**src/sps_pkg.sv**
```systemverilog
// Purpose: Shared constants and types for the byte-wide serial port.
// Assumes: One clock (ref_clk, 250 MHz); CPU bus clock is the same clock.
// Notes:   Each rule below is tagged at the logic that carries it out.
package sps_pkg;

  // Register offsets; the bus carries only the two low address bits.
  localparam logic [7:0] CTRL_OFFSET   = 8'h20;
  localparam logic [7:0] STATUS_OFFSET = 8'h21;
  localparam logic [7:0] DATA_OFFSET   = 8'h22;

  // Control register fields.
  localparam int CTRL_IRQ_EN_BIT  = 7;
  localparam int CTRL_SYS_EN_BIT  = 6;
  localparam int CTRL_MASTER_BIT  = 4;
  localparam int CTRL_CLOCK_POLARITY_BIT    = 3;
  localparam int CTRL_CLOCK_PHASE_BIT    = 2;
  localparam int CTRL_RATE_HI_BIT = 1;
  localparam int CTRL_RATE_LO_BIT = 0;
  localparam logic [7:0] CTRL_RESET = 8'h04;

  // Status register fields.
  localparam int STAT_DONE_BIT  = 7;
  localparam int STAT_WRITE_COLLISION_FLAG_BIT  = 6;
  localparam int STAT_MODE_FAULT_FLAG_BIT  = 4;
  localparam logic [7:0] STATUS_RESET = 8'h00;

  // Byte size, index of the last serial clock edge of a byte, and receive FIFO depth.
  localparam int BYTE_BITS = 8;
  localparam logic [4:0] LAST_EDGE = 5'h0f;
  localparam int RX_FIFO_DEPTH = 32;

  // Bus clock divide ratios per rate code.
  localparam logic [5:0] DIV_CODE0 = 6'h02;
  localparam logic [5:0] DIV_CODE1 = 6'h04;
  localparam logic [5:0] DIV_CODE2 = 6'h10;
  localparam logic [5:0] DIV_CODE3 = 6'h20;

  // CPU register access request.
  typedef struct packed {
    logic       sel;
    logic [1:0] addr;
    logic       wr;
    logic       rd;
    logic [7:0] wdata;
  } sps_bus_req_type;

  // Master sequencer states.
  typedef enum logic [0:0] {
    MST_IDLE = 1'b0,
    MST_XFER = 1'b1
  } sps_mst_state_type;

endpackage

```
**src/sps_sync.sv**
```systemverilog
// Purpose: Two-flop synchroniser for asynchronous pin levels.
// Assumes: Inputs are slow levels relative to ref_clk.
// Notes:   Only the second stage is visible to other logic.
`timescale 1ns/1ps
`default_nettype none
module sps_sync #(
  parameter int WIDTH = 4
) (
  // Clock and reset
  input  wire logic             ref_clk,
  input  wire logic             arst_n,
  // Levels
  input  wire logic [WIDTH-1:0] asyncIn,
  output logic      [WIDTH-1:0] syncOut
);

  logic [WIDTH-1:0] stage1;

  // First stage feeds only the second stage to keep metastability contained.
  always_ff @(posedge ref_clk or negedge arst_n) begin
    if (!arst_n) begin
      stage1  <= '0;
      syncOut <= '0;
    end else begin
      stage1  <= asyncIn;
      syncOut <= stage1;
    end
  end

endmodule // sps_sync
`default_nettype wire

```
**src/sps_fifo.sv**
```systemverilog
// Purpose: Flip-flop FIFO with valid/ready on both sides.
// Assumes: DEPTH is a power of two.
// Notes:   Full and empty come from an occupancy count.
`timescale 1ns/1ps
`default_nettype none
module sps_fifo #(
  parameter int WIDTH = 8,
  parameter int DEPTH = 32
) (
  // Clock and reset
  input  wire logic             ref_clk,
  input  wire logic             arst_n,
  // Fill side
  input  wire logic             inValid,
  output logic                  inReady,
  input  wire logic [WIDTH-1:0] inData,
  // Drain side
  output logic                  outValid,
  input  wire logic             outReady,
  output logic      [WIDTH-1:0] outData
);

  localparam int AW = $clog2(DEPTH);

  logic [WIDTH-1:0] mem [DEPTH];
  logic [AW-1:0]    wrPtr;
  logic [AW-1:0]    rdPtr;
  logic [AW:0]      count;
  logic             push;
  logic             pop;

  assign inReady  = (count != (AW+1)'(DEPTH));
  assign outValid = (count != '0);
  assign outData  = mem[rdPtr];
  assign push     = inValid && inReady;
  assign pop      = outValid && outReady;

  // Storage is written only on an accepted push.
  always_ff @(posedge ref_clk) begin
    if (push) begin
      mem[wrPtr] <= inData;
    end
  end

  // Pointers and occupancy.
  always_ff @(posedge ref_clk or negedge arst_n) begin
    if (!arst_n) begin
      wrPtr <= '0;
      rdPtr <= '0;
      count <= '0;
    end else begin
      if (push) begin
        wrPtr <= wrPtr + 1'b1;
      end
      if (pop) begin
        rdPtr <= rdPtr + 1'b1;
      end
      if (push && !pop) begin
        count <= count + 1'b1;
      end else if (pop && !push) begin
        count <= count - 1'b1;
      end
    end
  end

endmodule // sps_fifo
`default_nettype wire

```
**src/sps_port.sv**
```systemverilog
// Purpose: Byte-wide synchronous serial port, master or slave, with CPU registers.
// Assumes: ref_clk is the bus clock; pins arrive asynchronously.
// Notes:   Bytes stream out via a FIFO; synced MISO limits master reads to rates 10 and 11.
`timescale 1ns/1ps
`default_nettype none
module sps_port
  import sps_pkg::*;
#(
  parameter int FIFO_DEPTH = RX_FIFO_DEPTH
) (
  // Clock and reset
  input  wire logic            ref_clk,
  input  wire logic            arst_n,
  // CPU register access
  input  wire sps_bus_req_type busReq,
  output logic      [7:0]      regRdata,
  input  wire logic            cpuIrqMask,
  output logic                 irqReq,
  // Serial pins: three signals each for two-way pins
  input  wire logic            sckIn,
  output logic                 sckOut,
  output logic                 sckOe,
  input  wire logic            mosiIn,
  output logic                 mosiOut,
  output logic                 mosiOe,
  input  wire logic            misoIn,
  output logic                 misoOut,
  output logic                 misoOe,
  input  wire logic            slaveSelectIn,
  output logic                 portCLowPinsSel,
  // Received byte stream
  output logic                 rxStreamValid,
  input  wire logic            rxStreamReady,
  output logic      [7:0]      rxStreamData
);

  // Half-period of SCK in bus clocks, minus one, for a rate code.
  function automatic logic [5:0] halfPeriodLast(input logic [1:0] code);
    logic [5:0] div;
    div = DIV_CODE0;
    case (code)
      2'b00: div = DIV_CODE0;
      2'b01: div = DIV_CODE1;
      2'b10: div = DIV_CODE2;
      default: div = DIV_CODE3;
    endcase
    return (div >> 1) - 6'h01;
  endfunction

  // Control fields.
  logic              irqEnable;
  logic              sysEnable;
  logic              masterSel;
  logic              clockPol;
  logic              clockPha;
  logic [1:0]        rateSel;
  // Status flags and the clear qualifiers armed by status reads.
  logic              doneFlag;
  logic              wcolFlag;
  logic              modfFlag;
  logic              doneArmed;
  logic              wcolArmed;
  logic              modfArmed;
  // Datapath.
  logic [7:0]        shiftReg;
  logic [7:0]        rxBuffer;
  logic              next_txBit;
  logic [4:0]        edgeIdx;
  logic [5:0]        halfCnt;
  logic              pendStart;
  sps_mst_state_type mstState;
  logic [3:0]        slvBits;
  // Synchronised pins.
  logic [3:0]        pinSync;
  logic              sckS;
  logic              mosiS;
  logic              misoS;
  logic              ssS;
  logic              sckPrev;
  logic              ssPrev;
  // Decoded events.
  logic              ctrlWr;
  logic              statRd;
  logic              dataWr;
  logic              dataAcc;
  logic              busy;
  logic              slvActive;
  logic              slvEdge;
  logic              slvLead;
  logic              slvSample;
  logic              slvShift;
  logic              mstTick;
  logic              mstSample;
  logic              mstShift;
  logic              mstDone;
  logic              slvDone;
  logic              byteDone;
  logic              modeFault;
  logic              fifoReady;
  logic [7:0]        capByte;

  // Pin levels cross into ref_clk before any logic reads them.
  sps_sync #(
    .WIDTH (4)
  ) u_sync (
    .ref_clk (ref_clk),
    .arst_n  (arst_n),
    .asyncIn ({sckIn, mosiIn, misoIn, slaveSelectIn}),
    .syncOut (pinSync)
  );
  assign {sckS, mosiS, misoS, ssS} = pinSync;

  // Register decode on the two low address bits.
  assign ctrlWr  = busReq.sel && busReq.wr && (busReq.addr == CTRL_OFFSET[1:0]);
  assign statRd  = busReq.sel && busReq.rd && (busReq.addr == STATUS_OFFSET[1:0]);
  assign dataWr  = busReq.sel && busReq.wr && (busReq.addr == DATA_OFFSET[1:0]);
  assign dataAcc = busReq.sel && (busReq.wr || busReq.rd) &&
                   (busReq.addr == DATA_OFFSET[1:0]);

  // Slave timing: the clock is sampled, so SCK must be well below ref_clk/4.
  assign slvActive = sysEnable && !masterSel && !ssS;
  assign slvEdge   = slvActive && (sckS != sckPrev);
  assign slvLead   = (sckPrev == clockPol);
  assign slvSample = slvEdge && (slvLead != clockPha);
  assign slvShift  = slvEdge && (slvLead == clockPha);
  assign slvDone   = slvSample && (slvBits == 4'h7);

  // Master timing: one tick per SCK half period.
  assign mstTick   = (mstState == MST_XFER) && (halfCnt == halfPeriodLast(rateSel));
  assign mstSample = mstTick && (edgeIdx[0] == clockPha);
  assign mstShift  = mstTick && (edgeIdx[0] != clockPha);
  assign mstDone   = mstTick && (edgeIdx == LAST_EDGE);
  assign byteDone  = mstDone || slvDone;

  // Phase 0 blocks data writes for the whole selected period.
  assign busy = (mstState == MST_XFER) || pendStart ||
                (slvActive && (!clockPha || (slvBits != 4'h0)));

  assign modeFault = sysEnable && masterSel && !ssS;

  // Byte captured at the end: for the slave and master phase 1 the final sample lands in this same cycle.
  assign capByte = mstDone ? (mstSample ? {shiftReg[6:0], misoS} : shiftReg) :
                   {shiftReg[6:0], mosiS};

  // Control register; a mode fault overrides software in the same cycle.
  always_ff @(posedge ref_clk or negedge arst_n) begin
    if (!arst_n) begin
      irqEnable <= CTRL_RESET[CTRL_IRQ_EN_BIT];
      sysEnable <= CTRL_RESET[CTRL_SYS_EN_BIT];
      masterSel <= CTRL_RESET[CTRL_MASTER_BIT];
      clockPol  <= CTRL_RESET[CTRL_CLOCK_POLARITY_BIT];
      clockPha  <= CTRL_RESET[CTRL_CLOCK_PHASE_BIT];
      rateSel   <= CTRL_RESET[CTRL_RATE_HI_BIT:CTRL_RATE_LO_BIT];
    end else begin
      if (ctrlWr) begin
        irqEnable <= busReq.wdata[CTRL_IRQ_EN_BIT];
        sysEnable <= busReq.wdata[CTRL_SYS_EN_BIT];
        masterSel <= busReq.wdata[CTRL_MASTER_BIT];
        clockPol  <= busReq.wdata[CTRL_CLOCK_POLARITY_BIT];
        clockPha  <= busReq.wdata[CTRL_CLOCK_PHASE_BIT];
        rateSel   <= busReq.wdata[CTRL_RATE_HI_BIT:CTRL_RATE_LO_BIT];
      end
      if (modeFault) begin
        masterSel <= 1'b0;
        sysEnable <= 1'b0;
      end
    end
  end

  // Status flags: hardware set wins over the two-step software clear.
  always_ff @(posedge ref_clk or negedge arst_n) begin
    if (!arst_n) begin
      doneFlag  <= STATUS_RESET[STAT_DONE_BIT];
      wcolFlag  <= STATUS_RESET[STAT_WRITE_COLLISION_FLAG_BIT];
      modfFlag  <= STATUS_RESET[STAT_MODE_FAULT_FLAG_BIT];
      doneArmed <= 1'b0;
      wcolArmed <= 1'b0;
      modfArmed <= 1'b0;
    end else begin
      if (statRd) begin
        doneArmed <= doneFlag;
        wcolArmed <= wcolFlag;
        modfArmed <= modfFlag;
      end else begin
        if (dataAcc) begin
          doneArmed <= 1'b0;
          wcolArmed <= 1'b0;
        end
        if (ctrlWr) begin
          modfArmed <= 1'b0;
        end
      end
      if (byteDone) begin
        doneFlag <= 1'b1;
      end else if (dataAcc && doneArmed && !statRd) begin
        doneFlag <= 1'b0;
      end
      if (dataWr && busy) begin
        wcolFlag <= 1'b1;
      end else if (dataAcc && wcolArmed && !statRd) begin
        wcolFlag <= 1'b0;
      end
      if (modeFault) begin
        modfFlag <= 1'b1;
      end else if (ctrlWr && modfArmed && !statRd) begin
        modfFlag <= 1'b0;
      end
    end
  end

  // Master sequencer: a write arms a start that waits for FIFO room.
  always_ff @(posedge ref_clk or negedge arst_n) begin
    if (!arst_n) begin
      mstState  <= MST_IDLE;
      pendStart <= 1'b0;
      halfCnt   <= 6'h00;
      edgeIdx   <= 5'h00;
    end else begin
      case (mstState)
        MST_IDLE: begin
          halfCnt <= 6'h00;
          edgeIdx <= 5'h00;
          if (!(sysEnable && masterSel) || modeFault) begin
            pendStart <= 1'b0;
          end else if (dataWr && !busy) begin
            pendStart <= 1'b1;
          end else if (pendStart && fifoReady) begin
            pendStart <= 1'b0;
            mstState  <= MST_XFER;
          end
        end
        MST_XFER: begin
          if (modeFault || !sysEnable) begin
            mstState <= MST_IDLE;
          end else if (mstTick) begin
            halfCnt <= 6'h00;
            edgeIdx <= edgeIdx + 5'h01;
            if (mstDone) begin
              mstState <= MST_IDLE;
            end
          end else begin
            halfCnt <= halfCnt + 6'h01;
          end
        end
        default: mstState <= MST_IDLE;
      endcase
    end
  end

  // Slave byte counter; deselect restarts byte framing.
  always_ff @(posedge ref_clk or negedge arst_n) begin
    if (!arst_n) begin
      slvBits <= 4'h0;
      sckPrev <= 1'b0;
      ssPrev  <= 1'b1;
    end else begin
      sckPrev <= sckS;
      ssPrev  <= ssS;
      if (!slvActive || slvDone) begin
        slvBits <= 4'h0;
      end else if (slvSample) begin
        slvBits <= slvBits + 4'h1;
      end
    end
  end

  // Shift ring: sample into the LSB, present the MSB; the byte keeps its bit order.
  always_ff @(posedge ref_clk or negedge arst_n) begin
    if (!arst_n) begin
      shiftReg <= 8'h00;
    end else if (dataWr && !busy) begin
      shiftReg <= busReq.wdata;
    end else if (mstSample) begin
      shiftReg <= {shiftReg[6:0], misoS};
    end else if (slvSample) begin
      shiftReg <= {shiftReg[6:0], mosiS};
    end
  end

  // Next serial bit; the pin flops load it directly, so data leads SCK by half a period.
  always_comb begin
    next_txBit = mosiOut;
    if (mstState == MST_IDLE && !slvActive) begin
      next_txBit = (pendStart && fifoReady && !clockPha) ? shiftReg[7] : 1'b1;
    end else if (mstDone) begin
      next_txBit = 1'b1;
    end else if (mstShift || slvShift) begin
      next_txBit = shiftReg[7];
    end else if (slvActive && ssPrev && !clockPha) begin
      next_txBit = shiftReg[7];
    end
  end

  // Receive buffer loads in the cycle the completion flag sets.
  always_ff @(posedge ref_clk or negedge arst_n) begin
    if (!arst_n) begin
      rxBuffer <= 8'h00;
    end else if (byteDone) begin
      rxBuffer <= capByte;
    end
  end

  // Pin drivers; with the port disabled every pin is an input.
  always_ff @(posedge ref_clk or negedge arst_n) begin
    if (!arst_n) begin
      sckOut          <= 1'b0;
      sckOe           <= 1'b0;
      mosiOut         <= 1'b1;
      mosiOe          <= 1'b0;
      misoOut         <= 1'b1;
      misoOe          <= 1'b0;
      portCLowPinsSel <= 1'b0;
    end else begin
      portCLowPinsSel <= sysEnable && !modeFault;
      sckOe           <= sysEnable && masterSel && !modeFault;
      mosiOe          <= sysEnable && masterSel && !modeFault;
      misoOe          <= slvActive;
      mosiOut         <= next_txBit;
      misoOut         <= next_txBit;
      if (mstState == MST_XFER && mstTick && !mstDone) begin
        sckOut <= ~sckOut;
      end else if (mstState != MST_XFER || mstDone) begin
        sckOut <= clockPol;
      end
    end
  end

  // Register read data and the interrupt request, both registered.
  always_ff @(posedge ref_clk or negedge arst_n) begin
    if (!arst_n) begin
      regRdata <= 8'h00;
      irqReq   <= 1'b0;
    end else begin
      irqReq <= irqEnable && !cpuIrqMask && (doneFlag || modfFlag);
      if (busReq.sel && busReq.rd) begin
        if (busReq.addr == CTRL_OFFSET[1:0]) begin
          regRdata <= {irqEnable, sysEnable, 1'b0, masterSel,
                       clockPol, clockPha, rateSel};
        end else if (busReq.addr == STATUS_OFFSET[1:0]) begin
          regRdata <= {doneFlag, wcolFlag, 1'b0, modfFlag, 4'h0};
        end else if (busReq.addr == DATA_OFFSET[1:0]) begin
          regRdata <= rxBuffer;
        end else begin
          regRdata <= 8'h00;
        end
      end
    end
  end

  // Stream copy of received bytes; a full FIFO holds off master starts and drops slave bytes.
  sps_fifo #(
    .WIDTH (BYTE_BITS),
    .DEPTH (FIFO_DEPTH)
  ) u_rx_fifo (
    .ref_clk  (ref_clk),
    .arst_n   (arst_n),
    .inValid  (byteDone),
    .inReady  (fifoReady),
    .inData   (capByte),
    .outValid (rxStreamValid),
    .outReady (rxStreamReady),
    .outData  (rxStreamData)
  );

endmodule // sps_port
`default_nettype wire

```
**config.mk**
```make
export PLATFORM = sky130hd
export DESIGN_NAME = sps_port
export DESIGN_NICKNAME = d
export VERILOG_FILES = /design/src/sps_pkg.sv /design/src/sps_sync.sv /design/src/sps_fifo.sv /design/src/sps_port.sv
export SDC_FILE = /design/constraint.sdc
export NUM_CORES = 1
export LEC_CHECK = 0
export ABC_AREA = 1
export BUFFER_PORTS_ARGS = -buffer_cell sky130_fd_sc_hd__buf_2
export CAP_MARGIN = 20
export CORE_MARGIN = 2
export CORE_UTILIZATION = 35
export CTS_CLUSTER_DIAMETER = 150
export DETAILED_ROUTE_END_ITERATION = 16
export PLACE_DENSITY_LB_ADDON = 0.12
export RECOVER_POWER = 25
export SKIP_CTS_REPAIR_TIMING = 1
export SLEW_MARGIN = 20
export SYNTH_ARGS = -nofsm -noshare
export SYNTH_HDL_FRONTEND = slang
export SYNTH_SLANG_ARGS = --single-unit
```
**constraint.sdc**
```tcl
create_clock -name ref_clk -period 4.2 [get_ports ref_clk]
set_input_delay 0.21 -clock ref_clk [delete_from_list [all_inputs] [get_ports ref_clk]]
set_output_delay 0.21 -clock ref_clk [all_outputs]
set_load 0.03 [all_outputs]
```
Word level (Yosys, flattened, before mapping)
Memory sizes are Yosys's and may differ from the RTL's.
Cells that the tools add are included.
- register bits after elaboration: 86
- RAM bits: 256
- bits of input ports: 21
- output and inout port bits: 25
- word-level logic and storage cells: 198
- memories: 1
- memory list (name ; words ; width ; rd ports ; clocked after memory_dff ; write ports ; line ; RTL):
    u_rx_fifo.mem ; 32 ; 8 ; 1 ; 0 ; 1 ; sps_fifo.sv:25 ; logic [WIDTH-1:0] mem [DEPTH];
- add/sub/neg operators: 8
- equal/unequal tests: 16
- mux-type cells: 53
- bitwise gates (word level): 2
- reductions and logical operators: 85
- operators with widths (kind ; count):
    $mux W8 ; 8
    $logic_and A1 B1 Y1 ; 43
    $mux W1 ; 33
    $mux W6 ; 4
    $pmux W6 S3 ; 1
    $reduce_bool A2 Y1 ; 9
    $add A5 B1 Y5 const B ; 3
    $logic_not A1 Y1 ; 13
    $add A6 B1 Y6 const B ; 2
    $pmux W6 S2 ; 1
    $logic_or A1 B1 Y1 ; 11
    $mux W5 ; 2
    $pmux W5 S2 ; 1
    $mux W4 ; 2
    $reduce_bool A4 Y1 ; 2
    $eq A6 B6 Y1 ; 1
    $ne A6 B6 Y1 const B ; 1
    $reduce_bool A3 Y1 ; 2
    $reduce_bool A6 Y1 ; 1
    $sub A5 B1 Y6 const B ; 1
    $sub A6 B1 Y6 const B ; 1
    $eq A5 B4 Y1 const B ; 1
    $add A4 B1 Y4 const B ; 1
    $eq A2 B1 Y1 const B ; 2
    other kinds (10) ; 18

Longest topological paths before layout
- word-level depth: 12
- gate-level depth with buffers: 21
- depth with buffers taken out: 21

Cells and area by module
From an unflattened synthesis, not the netlist that was laid out.
- cell total of the unflattened synthesis: 1559
- area total of the unflattened synthesis: 15367.2 um^2
- by module, submodules not included (module ; times used ; cells an instance ; area an instance (um^2) ; sequential area each (um^2)):
    sps_fifo ; 1 ; 1145 ; 11922.7 ; 8087.8
    sps_port ; 1 ; 406 ; 3244.4 ; 1555.2
    sps_sync ; 1 ; 8 ; 200.2 ; 200.2

Least setup slack after synthesis
OpenSTA, ideal clock, no wires.
- kind: register to register
- from: reg edgeIdx[0]
- to: mem u_rx_fifo.mem[0][0], data pin
- library setup time: 0.465 ns
- arrival time: 2.631 ns
- data required time: 3.735 ns
- path slack: 1.104 ns
- stages on the path, launching flop included: 7
- buffers on the path: 0
- clock period less this slack: 3.096 ns
- cell sequence: dfrtp_1 > ha_1 > and3_1 > ha_1 > nand4_4 > nor2_1 > a21boi_0
- word-level cells in the longest chain between the ends: 4
- elaborated cells between the ends (all ways): 6
- those cells by class: eq/ne (2); mux (2); reduce/logical (2)
- RTL lines (element ; line ; RTL):
    start, declared ; sps_port.sv:68 ; logic [4:0] edgeIdx;
    start signal, assigned ; sps_port.sv:237 ; edgeIdx <= edgeIdx + 5'h01;
    $eq A1 B1 Y1 ; sps_port.sv:130 ; assign mstSample = mstTick && (edgeIdx[0] == clockPha);
    $logic_and A1 B1 Y1 ; sps_port.sv:130 ;
    $mux W8 ; sps_port.sv:142 ; assign capByte = mstDone ? (mstSample ? {shiftReg[6:0], misoS} : shiftReg) :
    $mux W8 * ; sps_port.sv:142 ;
    via capByte[0] ; sps_port.sv:100 ; logic [7:0] capByte;
    end, declared ; sps_fifo.sv:25 ;
The timed path passes the listed nets; every way through them passes the cells marked *.

Worst setup path after layout
- from: reg rateSel[0]
- to: reg u_rx_fifo.count[5]
- word-level cells in the longest chain between the ends: 11
- elaborated cells between the ends (all ways): 15
- those cells by class: add/sub (1); eq/ne (3); mux (2); reduce/logical (9)
- RTL lines (element ; line ; RTL):
    start, declared ; sps_port.sv:56 ; logic [1:0] rateSel;
    start signal, assigned ; sps_port.sv:153 ; rateSel <= CTRL_RESET[CTRL_RATE_HI_BIT:CTRL_RATE_LO_BIT];
    start signal, assigned ; sps_port.sv:161 ; rateSel <= busReq.wdata[CTRL_RATE_HI_BIT:CTRL_RATE_LO_BIT];
    $eq A2 B2 Y1 (tied with other cells) ; sps_port.sv:41 ; case (code)
    $pmux W6 S3 * ; sps_port.sv:41 ;
    $sub A5 B1 Y6 * ; sps_port.sv:47 ; return (div >> 1) - 6'h01;
    $eq A6 B6 Y1 * ; sps_port.sv:129 ; assign mstTick = (mstState == MST_XFER) && (halfCnt == halfPeriodLast(rateSel));
    $logic_and A1 B1 Y1 * ; sps_port.sv:129 ;
    $logic_and A1 B1 Y1 * ; sps_port.sv:132 ; assign mstDone = mstTick && (edgeIdx == LAST_EDGE);
    $logic_or A1 B1 Y1 * ; sps_port.sv:133 ; assign byteDone = mstDone || slvDone;
    $logic_and A1 B1 Y1 * ; sps_fifo.sv:35 ; assign push = inValid && inReady;
    via u_rx_fifo.push ; sps_fifo.sv:29 ; logic push;
    $logic_not A1 Y1 ; sps_fifo.sv:60 ; end else if (pop && !push) begin
    $logic_and A1 B1 Y1 ; sps_fifo.sv:60 ;
    $reduce_bool A2 Y1 (no line) ; n/a ;
    end signal, assigned ; sps_fifo.sv:59 ; count <= count + 1'b1;
    end signal, assigned ; sps_fifo.sv:61 ; count <= count - 1'b1;
    end, declared ; sps_fifo.sv:28 ; logic [AW:0] count;
Marks and branches as above.
A chain may end at the register's enable or synchronous reset.

==> run summary <==
* **share of Yosys cell area claimed by the top area cell type** 0.5198
* **post-layout min period** 3.648 ns
* **wire length per cell** 19.61 µm
* **placeable core region** 0.04185 mm²
* **cell accounting for the most synthesized area** edfxtp_1
* **type of the most critical hold path** primary input to flop
* **Vias per Instance** 5.052
* **prevailing post-synth register cell** edfxtp_1
* **number of placed I/O pins** 46
* **max-capacitance violation count** 1
* **first-pass GRT wire length** 59500 µm
* **Post-Place Cell Area** 0.01562 mm²
* **warning count from the yosys run** 0
* **headroom to the max-slew limit** -0.1946
* **critical path type** flop to flop
* **routed via count** 9993
* **hpwl dp** 24100 µm
* **largest cells by area after synthesis** edfxtp_1 52%, dfrtp_1 14%, nor2_1 5.9%
* **detailed route wirelength on metal3** 1530 µm
* **total clock buffers created by CTS** 40
* **cell breakdown of the critical path** o21ai_0, nand2_4, nor2_1, nand4_1, nand2_8, nand2_8, inv_12, ha_1, inv_1, ha_1, a21oi_1, o211ai_1, a21oi_1, o21ai_0, nand2_1, nand2_1
* **critical path data arrival time** 4.08 ns
* **fraction of the cycle the final worst path needs** 0.8686
* **metal2 WL** 18640 µm
* **Crit Path Max Fanout** 10
* **via count of the first global-routing pass** 9687
* **total number of placement rows** 75
* **Final ANT Viol Nets** 0
* **CTS tree** built
* **number of antenna diodes** 0
* **area growth from synthesis to layout** 14.36%
* **Hold Violations, Final** 0
* **synthesized instance count** 1353
* **buffer levels on the longest clock path** 3
* **Worst Max-Slew Pin Slew** 1.792 ns
* **total wire length** 38790 µm
* **Worst Path Required** 4.63 ns
* **violations in the final reports** max-capacitance violations, max-slew violations
* **result of the run** finished with violations
* **highest signal layer in the routed design** met4
* **detailed-router iteration count before antenna repair** 5
* **Async SR Flop Fraction** 0.2515
* **master cell of the clock root buffer** clkbuf_16
* **final standard cell area without fillers** 0.01691 mm²
* **most common cell after layout, fill and taps aside** edfxtp_1
* **insertion delay to the later sink of the worst-skew pair** 0.55 ns
* **count of state elements after synthesis** 342
* **core occupancy in the finished layout** 0.4041
* **number of antenna violations at the first check in global routing** 0
* **crit start category** flop
* **Clock transition at path regs** 0.06 ns
* **power after layout** 11.09 mW
* **Setup TNS** 0 ns
* **RSZ-0062 raised after global routing** false
* **H-tree level count** 2
* **Clock Sink Count** 342
* **delay of the slowest cell on the worst path** 0.47 ns
* **floorplan die height** 209.6 µm
* **worst supply voltage drop on vdd** 0.3298 mV
* **post-synthesis sequential area ratio** 0.6655
* **total routing resource utilization after global routing** 0.1784
* **Post-Syn Nets** 1390
* **Post-Synthesis Cell Area** 0.01479 mm²
* **final layout net count** 1451
* **Clock Skews** 0.01756 ns
* **length of routed wiring on met1** 17740 µm
* **endpoint kind of the worst setup timing path** flop
* **commonest non-fill, non-tap cells in the layout** 256 x edfxtp_1, 233 x nor2_1, 215 x nand2_1
* **Initial Utilization** 0.3534
* **setup-violating endpoint count in the final report** 0
* **1st-iter DRT viols** 611
* **ratio of cells with drive above 1 in the final layout** 0.09034
* **total congestion overflow** 0
* **static leakage** 6.327 nW
* **power per cell area** 656.0 mW/mm²
* **routability-driven placement congestion ratio** 0.8240
* **pin count of the biggest net entering global routing** 119
* **Max Freq** 0.2741 GHz
* **average cell area after synthesis** 10.93 µm²
* **number of pins exceeding their max-slew limit in the final report** 32
* **Worst path slowest cell** dfrtp_1
* **die outline area** 0.04392 mm²
* **Port Buffer Count** 45
* **die width** 209.6 µm
* **# DRC** 0
* **number of distinct standard cells referenced by the synthesized netlist** 48
* **number of enable-type register cells in the synthesized netlist** 256
## per-stage QoR
stage / cells / hold WS [ns] / setup slack (ns)
after floorplan: 1353 / -0.08559 / 1.104
after global placement: 1897 / 0.3205 / 1.094
after detailed placement: 1897 / 0.3193 / 1.072
after CTS: 1964 / -0.2759 / 0.5673
after global routing: 1978 / 0.006991 / 0.2483
final: 1978 / 0.0003130 / 0.5519
## worst max-delay path: cells and delay by family, from the launching register on
family,cells,cell delay (ns)
AOI/OAI and AO/OA,5,0.99
adders and majority gates,2,0.52
buffers and inverters,2,0.25
DFF,1,0.47
and+or+nand+nor,7,1.28
## routing by layer
layer,vias to the layer above,track usage
met2,183,0.2926
li1,4819,-
met3,55,0.03172
met4,0,0.05405
met5,-,0
met1,4936,0.2428
## path summary, 6_finish.rpt
kind,from,to,slack [ns],cells past startpoint
worst max-delay path,rateSel[0]$_DFFE_PN0P_,u_rx_fifo.count[5]$_DFFE_PN0P_,0.55,16
worst min-delay path,busReq[1],rateSel[1]$_DFFE_PN0P_,0.0003,3
worst max register to register,rateSel[0]$_DFFE_PN0P_,u_rx_fifo.count[5]$_DFFE_PN0P_,0.55,16
worst min register to register,u_sync.stage1[1]$_DFF_PN0_,u_sync.syncOut[1]$_DFF_PN0_,0.36,0
max in group asynchronous,arst_n,u_rx_fifo.count[0]$_DFFE_PN0P_,1.73,3
min in group asynchronous,arst_n,regRdata[5]$_DFFE_PN0P_,0.28,2
## final cells by class
| type | count | area, µm² |
|---|---|---|
| clock inverters | 14 | 127.6 |
| repair buffers | 77 | 514.2 |
| multi-input cells | 862 | 4269 |
| clock buffers | 53 | 1125 |
| well taps | 539 | 674.4 |
| inverters | 91 | 355.3 |
| flip-flops and latches | 342 | 9848 |
| fillers | 4055 | 24940 |
## where the power goes
| part | internal (mW) | total (mW) | switching [mW] |
|---|---|---|---|
| registers | 4.09 | 4.34 | 0.246 |
| logic | 0.957 | 3.41 | 2.46 |
| clock network | 2.00 | 3.34 | 1.34 |
## sequential cells by signal (all words and copies together), names as in the netlist, 5 cells and up
name             cells
u_rx_fifo.wrPtr      5
rxBuffer             8
halfCnt              6
u_rx_fifo.count      6
shiftReg             8
u_rx_fifo.rdPtr      5
u_rx_fifo.mem      256
regRdata             8
edgeIdx              5
## cells in the mapped netlist, types with 4 or more instances
library cell and n:
and2_1 7, ha_1 15, o31ai_1 4, dfrtp_1 83
inv_1 78, o21ai_2 8, nand2_1 213, buf_2 18
a21oi_1 24, xor2_1 9, nand4_1 6, o211ai_1 34
inv_2 8, edfxtp_1 256, xnor2_1 4, clkinv_1 4
o22ai_1 23, nand3_1 69, o21ai_0 166, nand3b_1 8
nand2_2 4, clkbuf_1 34, nor2_1 231, nor3_1 7
nand2_8 6
## kinds of logic (layout without fill, tap and decap cells)
group           count (synthesis)  after routing  share of synthesized area
simple gates                  563            563                     0.1669
compound gates                268            268                     0.1029
fa+ha+maj                      16             16                    0.01404
xor+xnor                       14             14                   0.008798
mux                             1              1                  0.0006768
flops                         342            342                     0.6655
buf+inv                       149            235                    0.04120
No activity file was read; power rests on OpenSTA's default activity.
